## src/hdl/psc_defs.svh

```systemverilog
`ifndef PSC_DEFS_SVH
`define PSC_DEFS_SVH

// ****************************************************************
// Bus address and command encoding
// ****************************************************************
`define PSC_SLAVE_ADDR    7'h76
`define PSC_CMD_RESET     8'h1E
`define PSC_CMD_ADC_READ  8'h00
`define PSC_TOP_CONVERT_FLAG      3'h2
`define PSC_TOP_PROM      3'h5
`define PSC_TOP_HI        7
`define PSC_TOP_LO        5
`define PSC_BIT_TYPE      4
`define PSC_BIT_ZERO      0
`define PSC_IDX_HI        3
`define PSC_IDX_LO        1
`define PSC_OSR_MAX       3'h5
`define PSC_BITS_PER_BYTE 4'h8

// ****************************************************************
// Sizes
// ****************************************************************
`define PSC_CAL_WORDS     7
`define PSC_CAL_W         16
`define PSC_RES_W         24
`define PSC_PAD_W         8

// ****************************************************************
// Conversion times (longest figure, microseconds) and clock rate
// ****************************************************************
`define PSC_CLK_KHZ       25000
`define PSC_T_OSR0_US     600
`define PSC_T_OSR1_US     1170
`define PSC_T_OSR2_US     2280
`define PSC_T_OSR3_US     4540
`define PSC_T_OSR4_US     9040
`define PSC_T_OSR5_US     18100

`endif

```

## src/hdl/psc_pkg.sv

```systemverilog
`include "psc_defs.svh"

package psc_pkg;

  typedef enum logic [2:0] {
    PSC_ST_IDLE      = 3'h0,
    PSC_ST_ADDR      = 3'h1,
    PSC_ST_ADDR_ACK  = 3'h2,
    PSC_ST_WRITE     = 3'h3,
    PSC_ST_WRITE_ACK = 3'h4,
    PSC_ST_READ      = 3'h5,
    PSC_ST_READ_ACK  = 3'h6,
    PSC_ST_IGNORE    = 3'h7
  } psc_state_t;

  typedef logic [`PSC_RES_W-1:0] psc_word_t;
  typedef logic [`PSC_CAL_W-1:0] psc_cal_t;

endpackage : psc_pkg

```

## src/hdl/psc_convert_flag_if.sv

```systemverilog
`timescale 1ns/1ps
`default_nettype none
`include "psc_defs.svh"

interface psc_convert_flag_if;
  logic                  start;
  logic                  ctype;
  logic [2:0]            oversampling_ratio;
  logic                  abort;
  logic                  spoil;
  logic                  busy;
  logic                  done;
  logic [`PSC_RES_W-1:0] result;

  modport ctrl (output start, ctype, oversampling_ratio, abort, spoil, input busy, done, result);
  modport convert_flag (input start, ctype, oversampling_ratio, abort, spoil, output busy, done, result);
endinterface : psc_convert_flag_if

`default_nettype wire

```

## src/hdl/psc_convert_flag.sv

```systemverilog
`timescale 1ns/1ps
`default_nettype none
`include "psc_defs.svh"

module psc_convert_flag
  import psc_pkg::*;
#(
  parameter int unsigned CNT_W = 20,
  parameter int unsigned CYC0  = 15000,
  parameter int unsigned CYC1  = 29250,
  parameter int unsigned CYC2  = 57000,
  parameter int unsigned CYC3  = 113500,
  parameter int unsigned CYC4  = 226000,
  parameter int unsigned CYC5  = 452500
) (
  // Clock and reset
  input  wire logic             clk_in,
  input  wire logic             rst_n_in,
  // Raw samples from the front end
  input  wire psc_word_t        raw_pressure_sample_in,
  input  wire psc_word_t        raw_temperature_sample_in,
  // Control side
  psc_convert_flag_if.convert_flag              cv
);

  if (CYC0 < 1 || CYC1 < 1 || CYC2 < 1 || CYC3 < 1 || CYC4 < 1 ||
      CYC5 >= (64'd1 << CNT_W) || CYC4 >= (64'd1 << CNT_W)) begin : g_chk
    $error("psc_convert_flag: conversion counts do not fit the counter");
  end

  logic [CNT_W-1:0] cnt_q, cnt_d;
  logic             busy_q, busy_d;
  logic             ctype_q, ctype_d;
  logic             bad_q, bad_d;
  logic             done_q, done_d;
  psc_word_t        res_q, res_d;
  psc_word_t        sample;

  assign sample    = ctype_q ? raw_temperature_sample_in : raw_pressure_sample_in;
  assign cv.busy   = busy_q;
  assign cv.done   = done_q;
  assign cv.result = res_q;

  always_comb begin
    cnt_d   = cnt_q;
    busy_d  = busy_q;
    ctype_d = ctype_q;
    bad_d   = bad_q;
    done_d  = 1'b0;
    res_d   = res_q;
    if (cv.abort) begin
      busy_d = 1'b0;
      bad_d  = 1'b0;
      cnt_d  = '0;
    end else if (cv.start) begin
      busy_d  = 1'b1;
      ctype_d = cv.ctype;
      bad_d   = busy_q;
      unique case (cv.oversampling_ratio)
        3'h0:    cnt_d = CNT_W'(CYC0);
        3'h1:    cnt_d = CNT_W'(CYC1);
        3'h2:    cnt_d = CNT_W'(CYC2);
        3'h3:    cnt_d = CNT_W'(CYC3);
        3'h4:    cnt_d = CNT_W'(CYC4);
        default: cnt_d = CNT_W'(CYC5);
      endcase
    end else if (busy_q) begin
      if (cv.spoil) begin
        bad_d = 1'b1;
      end
      if (cnt_q == CNT_W'(1)) begin
        busy_d = 1'b0;
        done_d = 1'b1;
        // A spoiled conversion hands over a garbled value.
        res_d  = (bad_q || cv.spoil) ? ~sample : sample;
      end else begin
        cnt_d = cnt_q - CNT_W'(1);
      end
    end
  end

  always_ff @(posedge clk_in or negedge rst_n_in) begin
    if (!rst_n_in) begin
      cnt_q   <= '0;
      busy_q  <= 1'b0;
      ctype_q <= 1'b0;
      bad_q   <= 1'b0;
      done_q  <= 1'b0;
      res_q   <= '0;
    end else begin
      cnt_q   <= cnt_d;
      busy_q  <= busy_d;
      ctype_q <= ctype_d;
      bad_q   <= bad_d;
      done_q  <= done_d;
      res_q   <= res_d;
    end
  end

endmodule : psc_convert_flag

`default_nettype wire

```

## src/hdl/psc_top.sv

```systemverilog
`timescale 1ns/1ps
`default_nettype none
`include "psc_defs.svh"

// Contract
// Answer only to address 1110110 plus direction.
// Messages open with start, end with stop.
// A command is one byte per write.
// Result reads give 24 bits, calibration 16.
// Reset command reloads calibration into register.
// Reset command accepted at any moment.
// Host clears stuck data line, then resets.
// Convert commands pick type and oversampling ratio.
// Calibration commands carry word index bits 3..1.
// Seven 16-bit calibration words, sent MSB first.
// Calibration read: command write, then read.
// Host reads calibration once after each reset; the bench reads all words after the first reset only.
// Word zero holds factory bits and check.
// Busy from accepted convert until it ends.
// Result command shifts result out MSB first.
// No fresh conversion means a zero result.
// Result command mid-conversion: zero, result spoiled.
// Convert during conversion gives incorrect result.
// Host clocks 24 bits after read address.
// After each sent byte, wait for host acknowledge.
// Host checks 4-bit code in word zero.
// Host waits longest conversion time before reading; the bench polls result_ready_out instead.
// Byte bit 7 calibration, bit 6 convert.
module psc_top
  import psc_pkg::*;
#(
  parameter int unsigned CNT_W     = 20,
  parameter int unsigned CONVERT_FLAG_CYC0 = (`PSC_T_OSR0_US * `PSC_CLK_KHZ) / 1000,
  parameter int unsigned CONVERT_FLAG_CYC1 = (`PSC_T_OSR1_US * `PSC_CLK_KHZ) / 1000,
  parameter int unsigned CONVERT_FLAG_CYC2 = (`PSC_T_OSR2_US * `PSC_CLK_KHZ) / 1000,
  parameter int unsigned CONVERT_FLAG_CYC3 = (`PSC_T_OSR3_US * `PSC_CLK_KHZ) / 1000,
  parameter int unsigned CONVERT_FLAG_CYC4 = (`PSC_T_OSR4_US * `PSC_CLK_KHZ) / 1000,
  parameter int unsigned CONVERT_FLAG_CYC5 = (`PSC_T_OSR5_US * `PSC_CLK_KHZ) / 1000
) (
  // Clock and reset
  input  wire logic                                clk_in,
  input  wire logic                                rst_n_in,
  // Two-wire serial port
  input  wire logic                                scl_in,
  input  wire logic                                sda_in,
  output var  logic                                sda_out,
  output var  logic                                sda_oe_n_out,
  // Front end and calibration store
  input  wire psc_word_t                           raw_pressure_sample_in,
  input  wire psc_word_t                           raw_temperature_sample_in,
  input  wire logic [`PSC_CAL_WORDS*`PSC_CAL_W-1:0] cal_rom_in,
  // Status
  output var  logic                                busy_out,
  output var  logic                                result_ready_out,
  output var  logic                                cal_loaded_out
);

  // ****************************************************************
  // Pin synchronisers and bus condition detection
  // ****************************************************************
  logic scl_s1_q, scl_s2_q, scl_s3_q;
  logic sda_s1_q, sda_s2_q, sda_s3_q;

  always_ff @(posedge clk_in or negedge rst_n_in) begin
    if (!rst_n_in) begin
      scl_s1_q <= 1'b1;
      scl_s2_q <= 1'b1;
      scl_s3_q <= 1'b1;
      sda_s1_q <= 1'b1;
      sda_s2_q <= 1'b1;
      sda_s3_q <= 1'b1;
    end else begin
      scl_s1_q <= scl_in;
      scl_s2_q <= scl_s1_q;
      scl_s3_q <= scl_s2_q;
      sda_s1_q <= sda_in;
      sda_s2_q <= sda_s1_q;
      sda_s3_q <= sda_s2_q;
    end
  end

  logic scl_rise, scl_fall, start_cond, stop_cond;

  assign scl_rise   = scl_s2_q & ~scl_s3_q;
  assign scl_fall   = ~scl_s2_q & scl_s3_q;
  assign start_cond = scl_s2_q & scl_s3_q & sda_s3_q & ~sda_s2_q;
  assign stop_cond  = scl_s2_q & scl_s3_q & ~sda_s3_q & sda_s2_q;

  // ****************************************************************
  // Conversion engine
  // ****************************************************************
  psc_convert_flag_if cv ();

  psc_convert_flag #(
    .CNT_W (CNT_W),
    .CYC0  (CONVERT_FLAG_CYC0),
    .CYC1  (CONVERT_FLAG_CYC1),
    .CYC2  (CONVERT_FLAG_CYC2),
    .CYC3  (CONVERT_FLAG_CYC3),
    .CYC4  (CONVERT_FLAG_CYC4),
    .CYC5  (CONVERT_FLAG_CYC5)
  ) u_convert_flag (
    .clk_in                    (clk_in),
    .rst_n_in                  (rst_n_in),
    .raw_pressure_sample_in    (raw_pressure_sample_in),
    .raw_temperature_sample_in (raw_temperature_sample_in),
    .cv                        (cv.convert_flag)
  );

  // ****************************************************************
  // Command decode
  // ****************************************************************
  psc_state_t  state_q, state_d;
  logic [3:0]  bit_cnt_q, bit_cnt_d;
  logic [7:0]  shift_q, shift_d;
  psc_word_t   tx_q, tx_d;
  psc_word_t   read_word_q, read_word_d;
  psc_word_t   res_q, res_d;
  psc_cal_t    cal_q [`PSC_CAL_WORDS];
  psc_cal_t    cal_d [`PSC_CAL_WORDS];
  logic        rw_q, rw_d;
  logic        cmd_seen_q, cmd_seen_d;
  logic        nack_q, nack_d;
  logic        oe_n_q, oe_n_d;
  logic        res_valid_q, res_valid_d;
  logic        cal_ok_q, cal_ok_d;
  logic        busy_q;
  logic        start_q, start_d;
  logic        abort_q, abort_d;
  logic        spoil_q, spoil_d;
  logic        ctype_q, ctype_d;
  logic [2:0]  osr_q, osr_d;

  logic        is_reset, is_adc, is_convert_flag, is_prom;
  logic [2:0]  cmd_idx;

  // Bit 0 must be zero for any command; bit 7 marks calibration reads and
  // bit 6 conversions.
  assign cmd_idx  = shift_q[`PSC_IDX_HI:`PSC_IDX_LO];
  assign is_reset = (shift_q == `PSC_CMD_RESET);
  assign is_adc   = (shift_q == `PSC_CMD_ADC_READ);
  assign is_convert_flag  = (shift_q[`PSC_TOP_HI:`PSC_TOP_LO] == `PSC_TOP_CONVERT_FLAG) &&
                    !shift_q[`PSC_BIT_ZERO] && (cmd_idx <= `PSC_OSR_MAX);
  assign is_prom  = (shift_q[`PSC_TOP_HI:`PSC_TOP_LO] == `PSC_TOP_PROM) &&
                    !shift_q[`PSC_BIT_TYPE] && !shift_q[`PSC_BIT_ZERO];

  assign cv.start = start_q;
  assign cv.abort = abort_q;
  assign cv.spoil = spoil_q;
  assign cv.ctype = ctype_q;
  assign cv.oversampling_ratio   = osr_q;

  // ****************************************************************
  // Serial slave and command execution
  // ****************************************************************
  always_comb begin
    state_d     = state_q;
    bit_cnt_d   = bit_cnt_q;
    shift_d     = shift_q;
    tx_d        = tx_q;
    read_word_d = read_word_q;
    res_d       = res_q;
    cal_d       = cal_q;
    rw_d        = rw_q;
    cmd_seen_d  = cmd_seen_q;
    nack_d      = nack_q;
    oe_n_d      = oe_n_q;
    res_valid_d = res_valid_q;
    cal_ok_d    = cal_ok_q;
    start_d     = 1'b0;
    abort_d     = 1'b0;
    spoil_d     = 1'b0;
    ctype_d     = ctype_q;
    osr_d       = osr_q;

    if (start_cond) begin
      state_d    = PSC_ST_ADDR;
      bit_cnt_d  = '0;
      cmd_seen_d = 1'b0;
      oe_n_d     = 1'b1;
    end else if (stop_cond) begin
      state_d = PSC_ST_IDLE;
      oe_n_d  = 1'b1;
    end else begin
      unique case (state_q)
        PSC_ST_IDLE, PSC_ST_IGNORE: begin
          oe_n_d = 1'b1;
        end
        PSC_ST_ADDR: begin
          if (scl_rise) begin
            shift_d   = {shift_q[6:0], sda_s2_q};
            bit_cnt_d = bit_cnt_q + 4'h1;
          end else if (scl_fall && bit_cnt_q == `PSC_BITS_PER_BYTE) begin
            if (shift_q[7:1] == `PSC_SLAVE_ADDR) begin
              rw_d    = shift_q[0];
              oe_n_d  = 1'b0;
              state_d = PSC_ST_ADDR_ACK;
            end else begin
              state_d = PSC_ST_IGNORE;
            end
          end
        end
        PSC_ST_ADDR_ACK: begin
          if (scl_fall) begin
            bit_cnt_d = '0;
            if (rw_q) begin
              tx_d    = read_word_q;
              oe_n_d  = read_word_q[`PSC_RES_W-1];
              state_d = PSC_ST_READ;
            end else begin
              oe_n_d  = 1'b1;
              state_d = PSC_ST_WRITE;
            end
          end
        end
        PSC_ST_WRITE: begin
          if (scl_rise) begin
            shift_d   = {shift_q[6:0], sda_s2_q};
            bit_cnt_d = bit_cnt_q + 4'h1;
          end else if (scl_fall && bit_cnt_q == `PSC_BITS_PER_BYTE) begin
            if (cmd_seen_q) begin
              state_d = PSC_ST_IGNORE;
            end else begin
              cmd_seen_d = 1'b1;
              oe_n_d     = 1'b0;
              state_d    = PSC_ST_WRITE_ACK;
              if (is_reset) begin
                abort_d     = 1'b1;
                res_valid_d = 1'b0;
                read_word_d = '0;
                cal_ok_d    = 1'b1;
                for (int i = 0; i < `PSC_CAL_WORDS; i++) begin
                  // Word 0 carries factory bits and check code as stored.
                  cal_d[i] = cal_rom_in[i*`PSC_CAL_W +: `PSC_CAL_W];
                end
              end else if (is_adc) begin
                res_valid_d = 1'b0;
                if (busy_q) begin
                  read_word_d = '0;
                  spoil_d     = 1'b1;
                end else begin
                  read_word_d = res_valid_q ? res_q : '0;
                end
              end else if (is_convert_flag) begin
                start_d = 1'b1;
                ctype_d = shift_q[`PSC_BIT_TYPE];
                osr_d   = cmd_idx;
              end else if (is_prom) begin
                // Calibration words leave MSB first in the top 16 bits.
                read_word_d = (cmd_idx < 3'(`PSC_CAL_WORDS)) ?
                              {cal_q[cmd_idx], `PSC_PAD_W'h0} : '0;
              end
            end
          end
        end
        PSC_ST_WRITE_ACK: begin
          if (scl_fall) begin
            oe_n_d    = 1'b1;
            bit_cnt_d = '0;
            state_d   = PSC_ST_WRITE;
          end
        end
        PSC_ST_READ: begin
          if (scl_rise) begin
            bit_cnt_d = bit_cnt_q + 4'h1;
          end else if (scl_fall) begin
            if (bit_cnt_q == `PSC_BITS_PER_BYTE) begin
              oe_n_d  = 1'b1;
              state_d = PSC_ST_READ_ACK;
            end else begin
              tx_d   = {tx_q[`PSC_RES_W-2:0], 1'b0};
              oe_n_d = tx_q[`PSC_RES_W-2];
            end
          end
        end
        PSC_ST_READ_ACK: begin
          if (scl_rise) begin
            nack_d = sda_s2_q;
          end else if (scl_fall) begin
            bit_cnt_d = '0;
            if (nack_q) begin
              oe_n_d  = 1'b1;
              state_d = PSC_ST_IGNORE;
            end else begin
              tx_d    = {tx_q[`PSC_RES_W-2:0], 1'b0};
              oe_n_d  = tx_q[`PSC_RES_W-2];
              state_d = PSC_ST_READ;
            end
          end
        end
      endcase
    end

    // A finishing conversion wins over a result command in the same cycle.
    if (cv.done && !abort_d) begin
      res_d       = cv.result;
      res_valid_d = 1'b1;
    end
  end

  always_ff @(posedge clk_in or negedge rst_n_in) begin
    if (!rst_n_in) begin
      state_q     <= PSC_ST_IDLE;
      bit_cnt_q   <= '0;
      shift_q     <= '0;
      tx_q        <= '0;
      read_word_q <= '0;
      res_q       <= '0;
      for (int i = 0; i < `PSC_CAL_WORDS; i++) begin
        cal_q[i] <= '0;
      end
      rw_q        <= 1'b0;
      cmd_seen_q  <= 1'b0;
      nack_q      <= 1'b1;
      oe_n_q      <= 1'b1;
      res_valid_q <= 1'b0;
      cal_ok_q    <= 1'b0;
      start_q     <= 1'b0;
      abort_q     <= 1'b0;
      spoil_q     <= 1'b0;
      ctype_q     <= 1'b0;
      osr_q       <= '0;
    end else begin
      state_q     <= state_d;
      bit_cnt_q   <= bit_cnt_d;
      shift_q     <= shift_d;
      tx_q        <= tx_d;
      read_word_q <= read_word_d;
      res_q       <= res_d;
      cal_q       <= cal_d;
      rw_q        <= rw_d;
      cmd_seen_q  <= cmd_seen_d;
      nack_q      <= nack_d;
      oe_n_q      <= oe_n_d;
      res_valid_q <= res_valid_d;
      cal_ok_q    <= cal_ok_d;
      start_q     <= start_d;
      abort_q     <= abort_d;
      spoil_q     <= spoil_d;
      ctype_q     <= ctype_d;
      osr_q       <= osr_d;
    end
  end

  // ****************************************************************
  // Output registers
  // ****************************************************************
  always_ff @(posedge clk_in or negedge rst_n_in) begin
    if (!rst_n_in) begin
      sda_out          <= 1'b0;
      sda_oe_n_out     <= 1'b1;
      busy_q           <= 1'b0;
      busy_out         <= 1'b0;
      result_ready_out <= 1'b0;
      cal_loaded_out   <= 1'b0;
    end else begin
      sda_out          <= 1'b0;
      sda_oe_n_out     <= oe_n_d;
      busy_q           <= cv.busy | start_q;
      busy_out         <= cv.busy | start_q;
      result_ready_out <= res_valid_d;
      cal_loaded_out   <= cal_ok_d;
    end
  end

endmodule : psc_top

`default_nettype wire

```

## config.mk

```make
export PLATFORM = sky130hd
export DESIGN_NAME = psc_top
export DESIGN_NICKNAME = d
export VERILOG_FILES = /design/src/hdl/psc_pkg.sv /design/src/hdl/psc_convert_flag_if.sv /design/src/hdl/psc_convert_flag.sv /design/src/hdl/psc_top.sv
export VERILOG_INCLUDE_DIRS = /design/src /design/src/hdl
export SDC_FILE = /design/constraint.sdc
export NUM_CORES = 1
export LEC_CHECK = 0
export BUFFER_PORTS_ARGS = -buffer_cell sky130_fd_sc_hd__buf_4
export CORE_UTILIZATION = 30
export CTS_BUF_LIST = sky130_fd_sc_hd__clkbuf_8 sky130_fd_sc_hd__clkbuf_16
export CTS_CLUSTER_DIAMETER = 60
export CTS_CLUSTER_SIZE = 40
export DETAILED_ROUTE_END_ITERATION = 7
export SLEW_MARGIN = 20
export SYNTH_ARGS = -nofsm -noshare
export SYNTH_HDL_FRONTEND = slang
export SYNTH_SLANG_ARGS = --single-unit
```

## constraint.sdc

```tcl
create_clock -name clk_in -period 2.45 [get_ports clk_in]
set_input_delay 0.49 -clock clk_in [delete_from_list [all_inputs] [get_ports clk_in]]
set_output_delay 0.49 -clock clk_in [all_outputs]
set_load 0.1 [all_outputs]
```

### Word-level counts from Yosys, hierarchy flattened

Cells that the tools add are included.
W data, S select, Z words.

* add/subtract/negate cells: 2
* $lt $le $gt $ge: 3
* equality and inequality tests: 48
* mux-type cells: 119
* bitwise gates (word level): 22
* reductions and logical operators: 44

Operator list (count)
* $mux W24: 9
* $mux W23: 8
* $pmux W19 S5: 1
* $mux W20: 4
* $pmux W23 S3: 1
* $mux W1: 68
* $ne A4 B4 Y1 const B: 13
* $bmux W16 S3: 1
* $mux W3: 15
* $mux W16: 2
* $not A24 Y24: 1
* $reduce_and A12 Y1: 2
* $eq A20 B1 Y1 const B: 1
* $mux W4: 5
* $reduce_and A4 Y1: 5
* $sub A20 B1 Y20 const B: 1
* $eq A3 B3 Y1 const B: 6
* $ne A2 B2 Y1 const B: 9
* $pmux W3 S6: 1
* $eq A3 B2 Y1 const B: 5
* $reduce_bool A3 Y1: 5
* $reduce_and A7 Y1: 2
* $not A1 Y1: 12
* $pmux W4 S3: 1
* 31 further kinds: 60

* register bits: 266
* input bits: 164
* output and inout port bits: 5
* logic and storage cells: 275

### Longest topological paths before layout

* depth in word-level cells: 12
* mapped depth: 9
* depth with buffers taken out: 7

### Hierarchy

A second synthesis with hierarchy kept.

* cell total of the unflattened synthesis: 1060
* area, all modules: 12991.2 um^2

Modules (own cells, without submodules)
* psc_top: instances 1, cells an instance 748, area an instance 10136.0 um^2, seq. area each 5465.2 um^2
* psc_convert_flag: instances 1, cells an instance 312, area an instance 2855.2 um^2, seq. area each 1201.2 um^2

### Least setup slack after synthesis

No wires, ideal clock.

* path type: reg2reg
* start: register scl_s3_q
* end: register res_q[0]
* library setup time: 125 ps
* arrival time: 2177 ps
* required time: 2325 ps
* slack: 148 ps
* cell stages (with the launch flop): 9
* buffers on the path: 3
* clock period less this slack: 2302 ps
* cells stage by stage: dfstp_2 clkbuf_1 nand2b_1 clkbuf_1 nor3_2 nand4_1 nand2_1 buf_2 mux2_2

* cells in the longest elaborated chain, start to end: 9
* elaborated cells on any way between the ends: 16
* classes of those cells: mux (5); bitwise (8); reduce/logical (3)

Ends and longest elaborated chain
* from (decl): line psc_top.sv:61 `logic scl_s1_q, scl_s2_q, scl_s3_q;`
* from (signal assigned): line psc_top.sv:75 `scl_s3_q <= scl_s2_q;`
* $and A1 B1 Y1: line psc_top.sv:85 `assign scl_fall = ~scl_s2_q & scl_s3_q;`
* $logic_and A1 B1 Y1 (no source line)
* $mux W1: line psc_top.sv:220 `` end else if (scl_fall && bit_cnt_q == `PSC_BITS_PER_BYTE) begin ``
* $mux W1: line psc_top.sv:217 `if (scl_rise) begin`
* $mux W1: line psc_top.sv:185 `unique case (state_q)`
* $mux W1: line psc_top.sv:181 `end else if (stop_cond) begin`
* $mux W1 *: line psc_top.sv:176 `if (start_cond) begin`
* $logic_not A1 Y1 *: line psc_top.sv:295 `if (cv.done && !abort_d) begin`
* $logic_and A1 B1 Y1 *: line psc_top.sv:295
* to (signal assigned): line psc_top.sv:329 `res_q <= res_d;`
* to (decl): line psc_top.sv:118 `psc_word_t res_q, res_d;`

Every way passes the cells marked *; elsewhere a longest branch is shown, timed or not.
A chain may end at the register's enable or synchronous reset.

### Worst setup path after layout

* start: register u_convert_flag.cnt_q[6]
* end: register u_convert_flag.cnt_q[17]

* cells in the longest elaborated chain, start to end: 5
* elaborated cells on any way between the ends: 8
* classes of those cells: add/sub (1); eq/ne (2); mux (4); reduce/logical (1)

Ends and longest elaborated chain
* from (decl): line psc_convert_flag.sv:31 `logic [CNT_W-1:0] cnt_q, cnt_d;`
* from (signal assigned): line psc_convert_flag.sv:91 `cnt_q <= cnt_d;`
* $sub A20 B1 Y20: line psc_convert_flag.sv:77 `cnt_d = cnt_q - CNT_W'(1);`
* $mux W20: line psc_convert_flag.sv:71 `if (cnt_q == CNT_W'(1)) begin`
* $mux W20: line psc_convert_flag.sv:67 `end else if (busy_q) begin`
* $mux W20: line psc_convert_flag.sv:55 `end else if (cv.start) begin`
* $mux W20: line psc_convert_flag.sv:51 `if (cv.abort) begin`

Several ways; a longest one is shown, not always the timed one. The select of a mux whose other input is x is not followed.

==> results.sh <==
export IMPL_cp_common_cell="or3_1"
export IMPL_antenna_found_initial=2
export IMPL_outcome="complete, but fails checks"
export IMPL_ys_seq_elements=266
export IMPL_synth_area_leaders="dfrtp_1, mux2_2, mux2i_1, mux4_2, a22o_1"
export IMPL_async_reset_ff_share_pct=100
export IMPL_wl_per_cell_microns=17.0
export IMPL_synth_top_cell_area_share_pct=51.1
export IMPL_multiInputGateArea_sq_mm=0.00567
export IMPL_ctsResizeCount=0
export IMPL_rr_startpoint="u_convert_flag.cnt_q[6]"
export IMPL_critPathMaxStageDelay_ps=440
export IMPL_syn_num_nets=1181
export IMPL_start_util_pct=30.7
export IMPL_syn_to_final_growth_pct=24.3
export IMPL_grt_pass1_wl_microns=48200
export IMPL_max_freq_mhz=444
export IMPL_avgSynthCellArea_sq_um=12.5
export IMPL_critical_path_arrival_ps=2690
export IMPL_drc_errors=1
export IMPL_rows=74
export IMPL_vias=8484
export IMPL_synth_commonest_cells="dfrtp_1, mux2_2, mux2i_1"
export IMPL_h_tree_depth=1
export IMPL_timing_critical_path_from="u_convert_flag.cnt_q[6]"
export IMPL_cts_tree="done"
export IMPL_synth_edf_count=0
export IMPL_synthMuxAreaShare_pct=24.8
export IMPL_synth_area_sq_mm=0.0126
export IMPL_worst_setup_path_type="flop to flop"
export IMPL_vdd_ir_drop_max_mv=0.547
export IMPL_drt_iter0_drc=356
export IMPL_synth_xor_area_share_pct=2.43
export IMPL_syn_inst=1013
export IMPL_cellLeakagePower_nw=7.00
export IMPL_drv_cap=0
export IMPL_io_pins=169
export IMPL_synth_distinct_cells=69
export IMPL_routed_wl_microns=29600
export IMPL_fin_skew_ps=30.6
export IMPL_cts_setup_buffers=0
export IMPL_nFillCells=3900
export IMPL_grt_pass1_vias=8767
export IMPL_portBuffers=167
export IMPL_end_kind="flop"
export IMPL_holdCritPathClass="input pin to flop"
export IMPL_power_total_mw=12.8
export IMPL_insertion_delay_ps=550
export IMPL_numCtsBuffers=25
export IMPL_synthSimpleGateAreaFrac_pct=7.73
export IMPL_rsz0062_at_grt="no"
export IMPL_final_layout_size_suffix_gt1_share_pct=39.3
export IMPL_pwr_density_cell_mw_per_mm2=813
export IMPL_grt_usage_pct=13.9
export IMPL_required_ps=2890
export IMPL_coreArea_sq_mm=0.0412
export IMPL_synth_top_family_by_area="multiplexers"
export IMPL_cp_max_fo=6
export IMPL_die_w_microns=207
export IMPL_antenna_cells=0
export IMPL_synth_most_common_cell="dfrtp_1"
export IMPL_finalMaxSlewViolations=0
export IMPL_overflow=0
export IMPL_ant_nets=0
export IMPL_ys_flop_type="dfrtp_1"
export IMPL_min_path_cells=1
export IMPL_crit_slowest_cell="dfrtp_1"
export IMPL_rr_worst_depth=5
export IMPL_violations="DRC"
export IMPL_place_gp_congestion=0.831
export IMPL_cts_root_buf="clkbuf_16"
export IMPL_layout_nets=1356
export IMPL_clock_sinks=266
export IMPL_setup_viol=0
export IMPL_tightest_slew_ps=530
export IMPL_cp_start_kind="flop"
export IMPL_yosysSeqAreaShare_pct=52.8
export IMPL_synthAdderAreaFrac_pct=0.396
export IMPL_yosys_area_top_type="dfrtp_1"
export IMPL_seq_area_sq_mm=0.00667
export IMPL_path_clk_slew_ps=70
export IMPL_finalHoldViolCount=0
export IMPL_viasPerCell=4.88
export IMPL_worstPathCellList="nor4_4 -> nand3_1 -> or3_1 -> or3_1 -> a311oi_1"
export IMPL_final_util_pct=38.1
export IMPL_yosysWarnings=0
export IMPL_hold_start="sda_in"
export IMPL_max_slew_margin_rel_pct=64.7
export IMPL_dr_pass1_iters=8
export IMPL_die_area_sq_mm=0.0429
export IMPL_die_y_microns=207
export IMPL_cts_buffer_depth=3
export IMPL_dpl_hpwl_microns=21100
export IMPL_grt_max_degree=72
export IMPL_fin_crit_sh_pct=91.9
export IMPL_final_setup_tns_ps=0
export IMPL_period_needed_ps=2250
export IMPL_synth_compound_gate_area_share_pct=9.34
layer usage:
metal  up-vias  global-route usage, %  part of all wire [%]
met4         0                   3.42                   2.3
met5         -                      0                     0
met1      4207                   18.6                    44
met2       186                   22.6                    48
met3        42                   3.24                   5.8
li1       4049                      -                     -
state kept, by name, indices dropped and copies added, names as in the netlist, 3 cells and up:
name	cells
u_convert_flag.cv.result	24
read_word_q	24
state_q	3
tx_q	23
shift_q	8
u_convert_flag.cnt_q	20
res_q	24
bit_cnt_q	4
cv.oversampling_ratio	3
cal_q	112
per-stage QoR:
stage          instance area, sq um  setup slack, ps  hold WS (ps)  instances
3_3_place_gp                  14800              332           356       1692
6_report                      15700              199          64.2       1739
3_5_place_dp                  14800              286           352       1692
5_1_grt                       15700             91.8          40.6       1739
2_1_floorplan                 12600              148           194       1013
4_1_cts                       15700              229          43.7       1739
cells by family (layout without fill, tap and decap cells):
kind of cell,count (synthesis),after routing
compound gates,167,167
xor+xnor,35,35
fa+ha+maj,4,4
buf+inv,75,269
flops,266,266
mux,271,271
other cells,1,1
simple gates,194,194
final timing paths:
check                           slack [ps]                       end
worst max-delay path                   200  u_convert_flag.cnt_q[17]
worst min-delay path                    60                  sda_s1_q
worst max register to register         200  u_convert_flag.cnt_q[17]
worst min register to register         360                  scl_s2_q
max in group asynchronous             1130                 cal_q[97]
min in group asynchronous              550                cal_q[111]
power by group:
| group | total (mW) | switching, mW | internal [mW] |
|---|---|---|---|
| Clock | 4.20 | 2.04 | 2.16 |
| Combinational | 3.42 | 1.86 | 1.56 |
| Sequential | 5.15 | 0.310 | 4.84 |
| Total | 12.8 | 4.21 | 8.55 |
worst max-delay path, delay by kind of cell, from the launching register on:
kind	cells	cell delay [ps]
DFF	1	440
AOI/OAI and AO/OA	1	290
and+or+nand+nor	4	1410
placed cells by master (no fill, tap or decap), drive strengths merged, types with 4 or more instances in the layout:
master | netlist | routed
and2 | 4 | 4
a22o | 28 | 28
o31ai | 4 | 4
nand3b | 5 | 5
o2bb2ai | 17 | 17
mux2i | 79 | 79
dfrtp | 258 | 258
a21oi | 36 | 36
or2 | 4 | 4
xor2 | 28 | 28
buf | 29 | 211
nor2b | 15 | 15
nor2 | 53 | 53
clkinv | 0 | 9
or3 | 4 | 4
o211ai | 6 | 6
nand2 | 54 | 54
nand3 | 16 | 16
ha | 4 | 4
mux2 | 176 | 176
nand4 | 4 | 4
inv | 11 | 22
o21ai | 37 | 37
nor3 | 10 | 10
dfstp | 8 | 8
xnor2 | 7 | 7
clkbuf | 35 | 25
nor4 | 8 | 8
mux4 | 16 | 16
nand2b | 7 | 7
repair_timing:
action	4_1_cts	5_1_grt
hold buffers	1	0
endpoints found under the hold margin	55	0
setup endpoints to repair	0	0
final cells by class:
cell class / instances / area share [%]
timing repair buffer: 212 / 11.1
sequential: 266 / 42.5
tap: 532 / 4.24
multi-input combinational: 672 / 36.1
clock buffer: 25 / 3.98
inverter: 11 / 0.263
clock inverter: 21 / 1.89
Note: power is estimated with default switching activity, not from simulation.
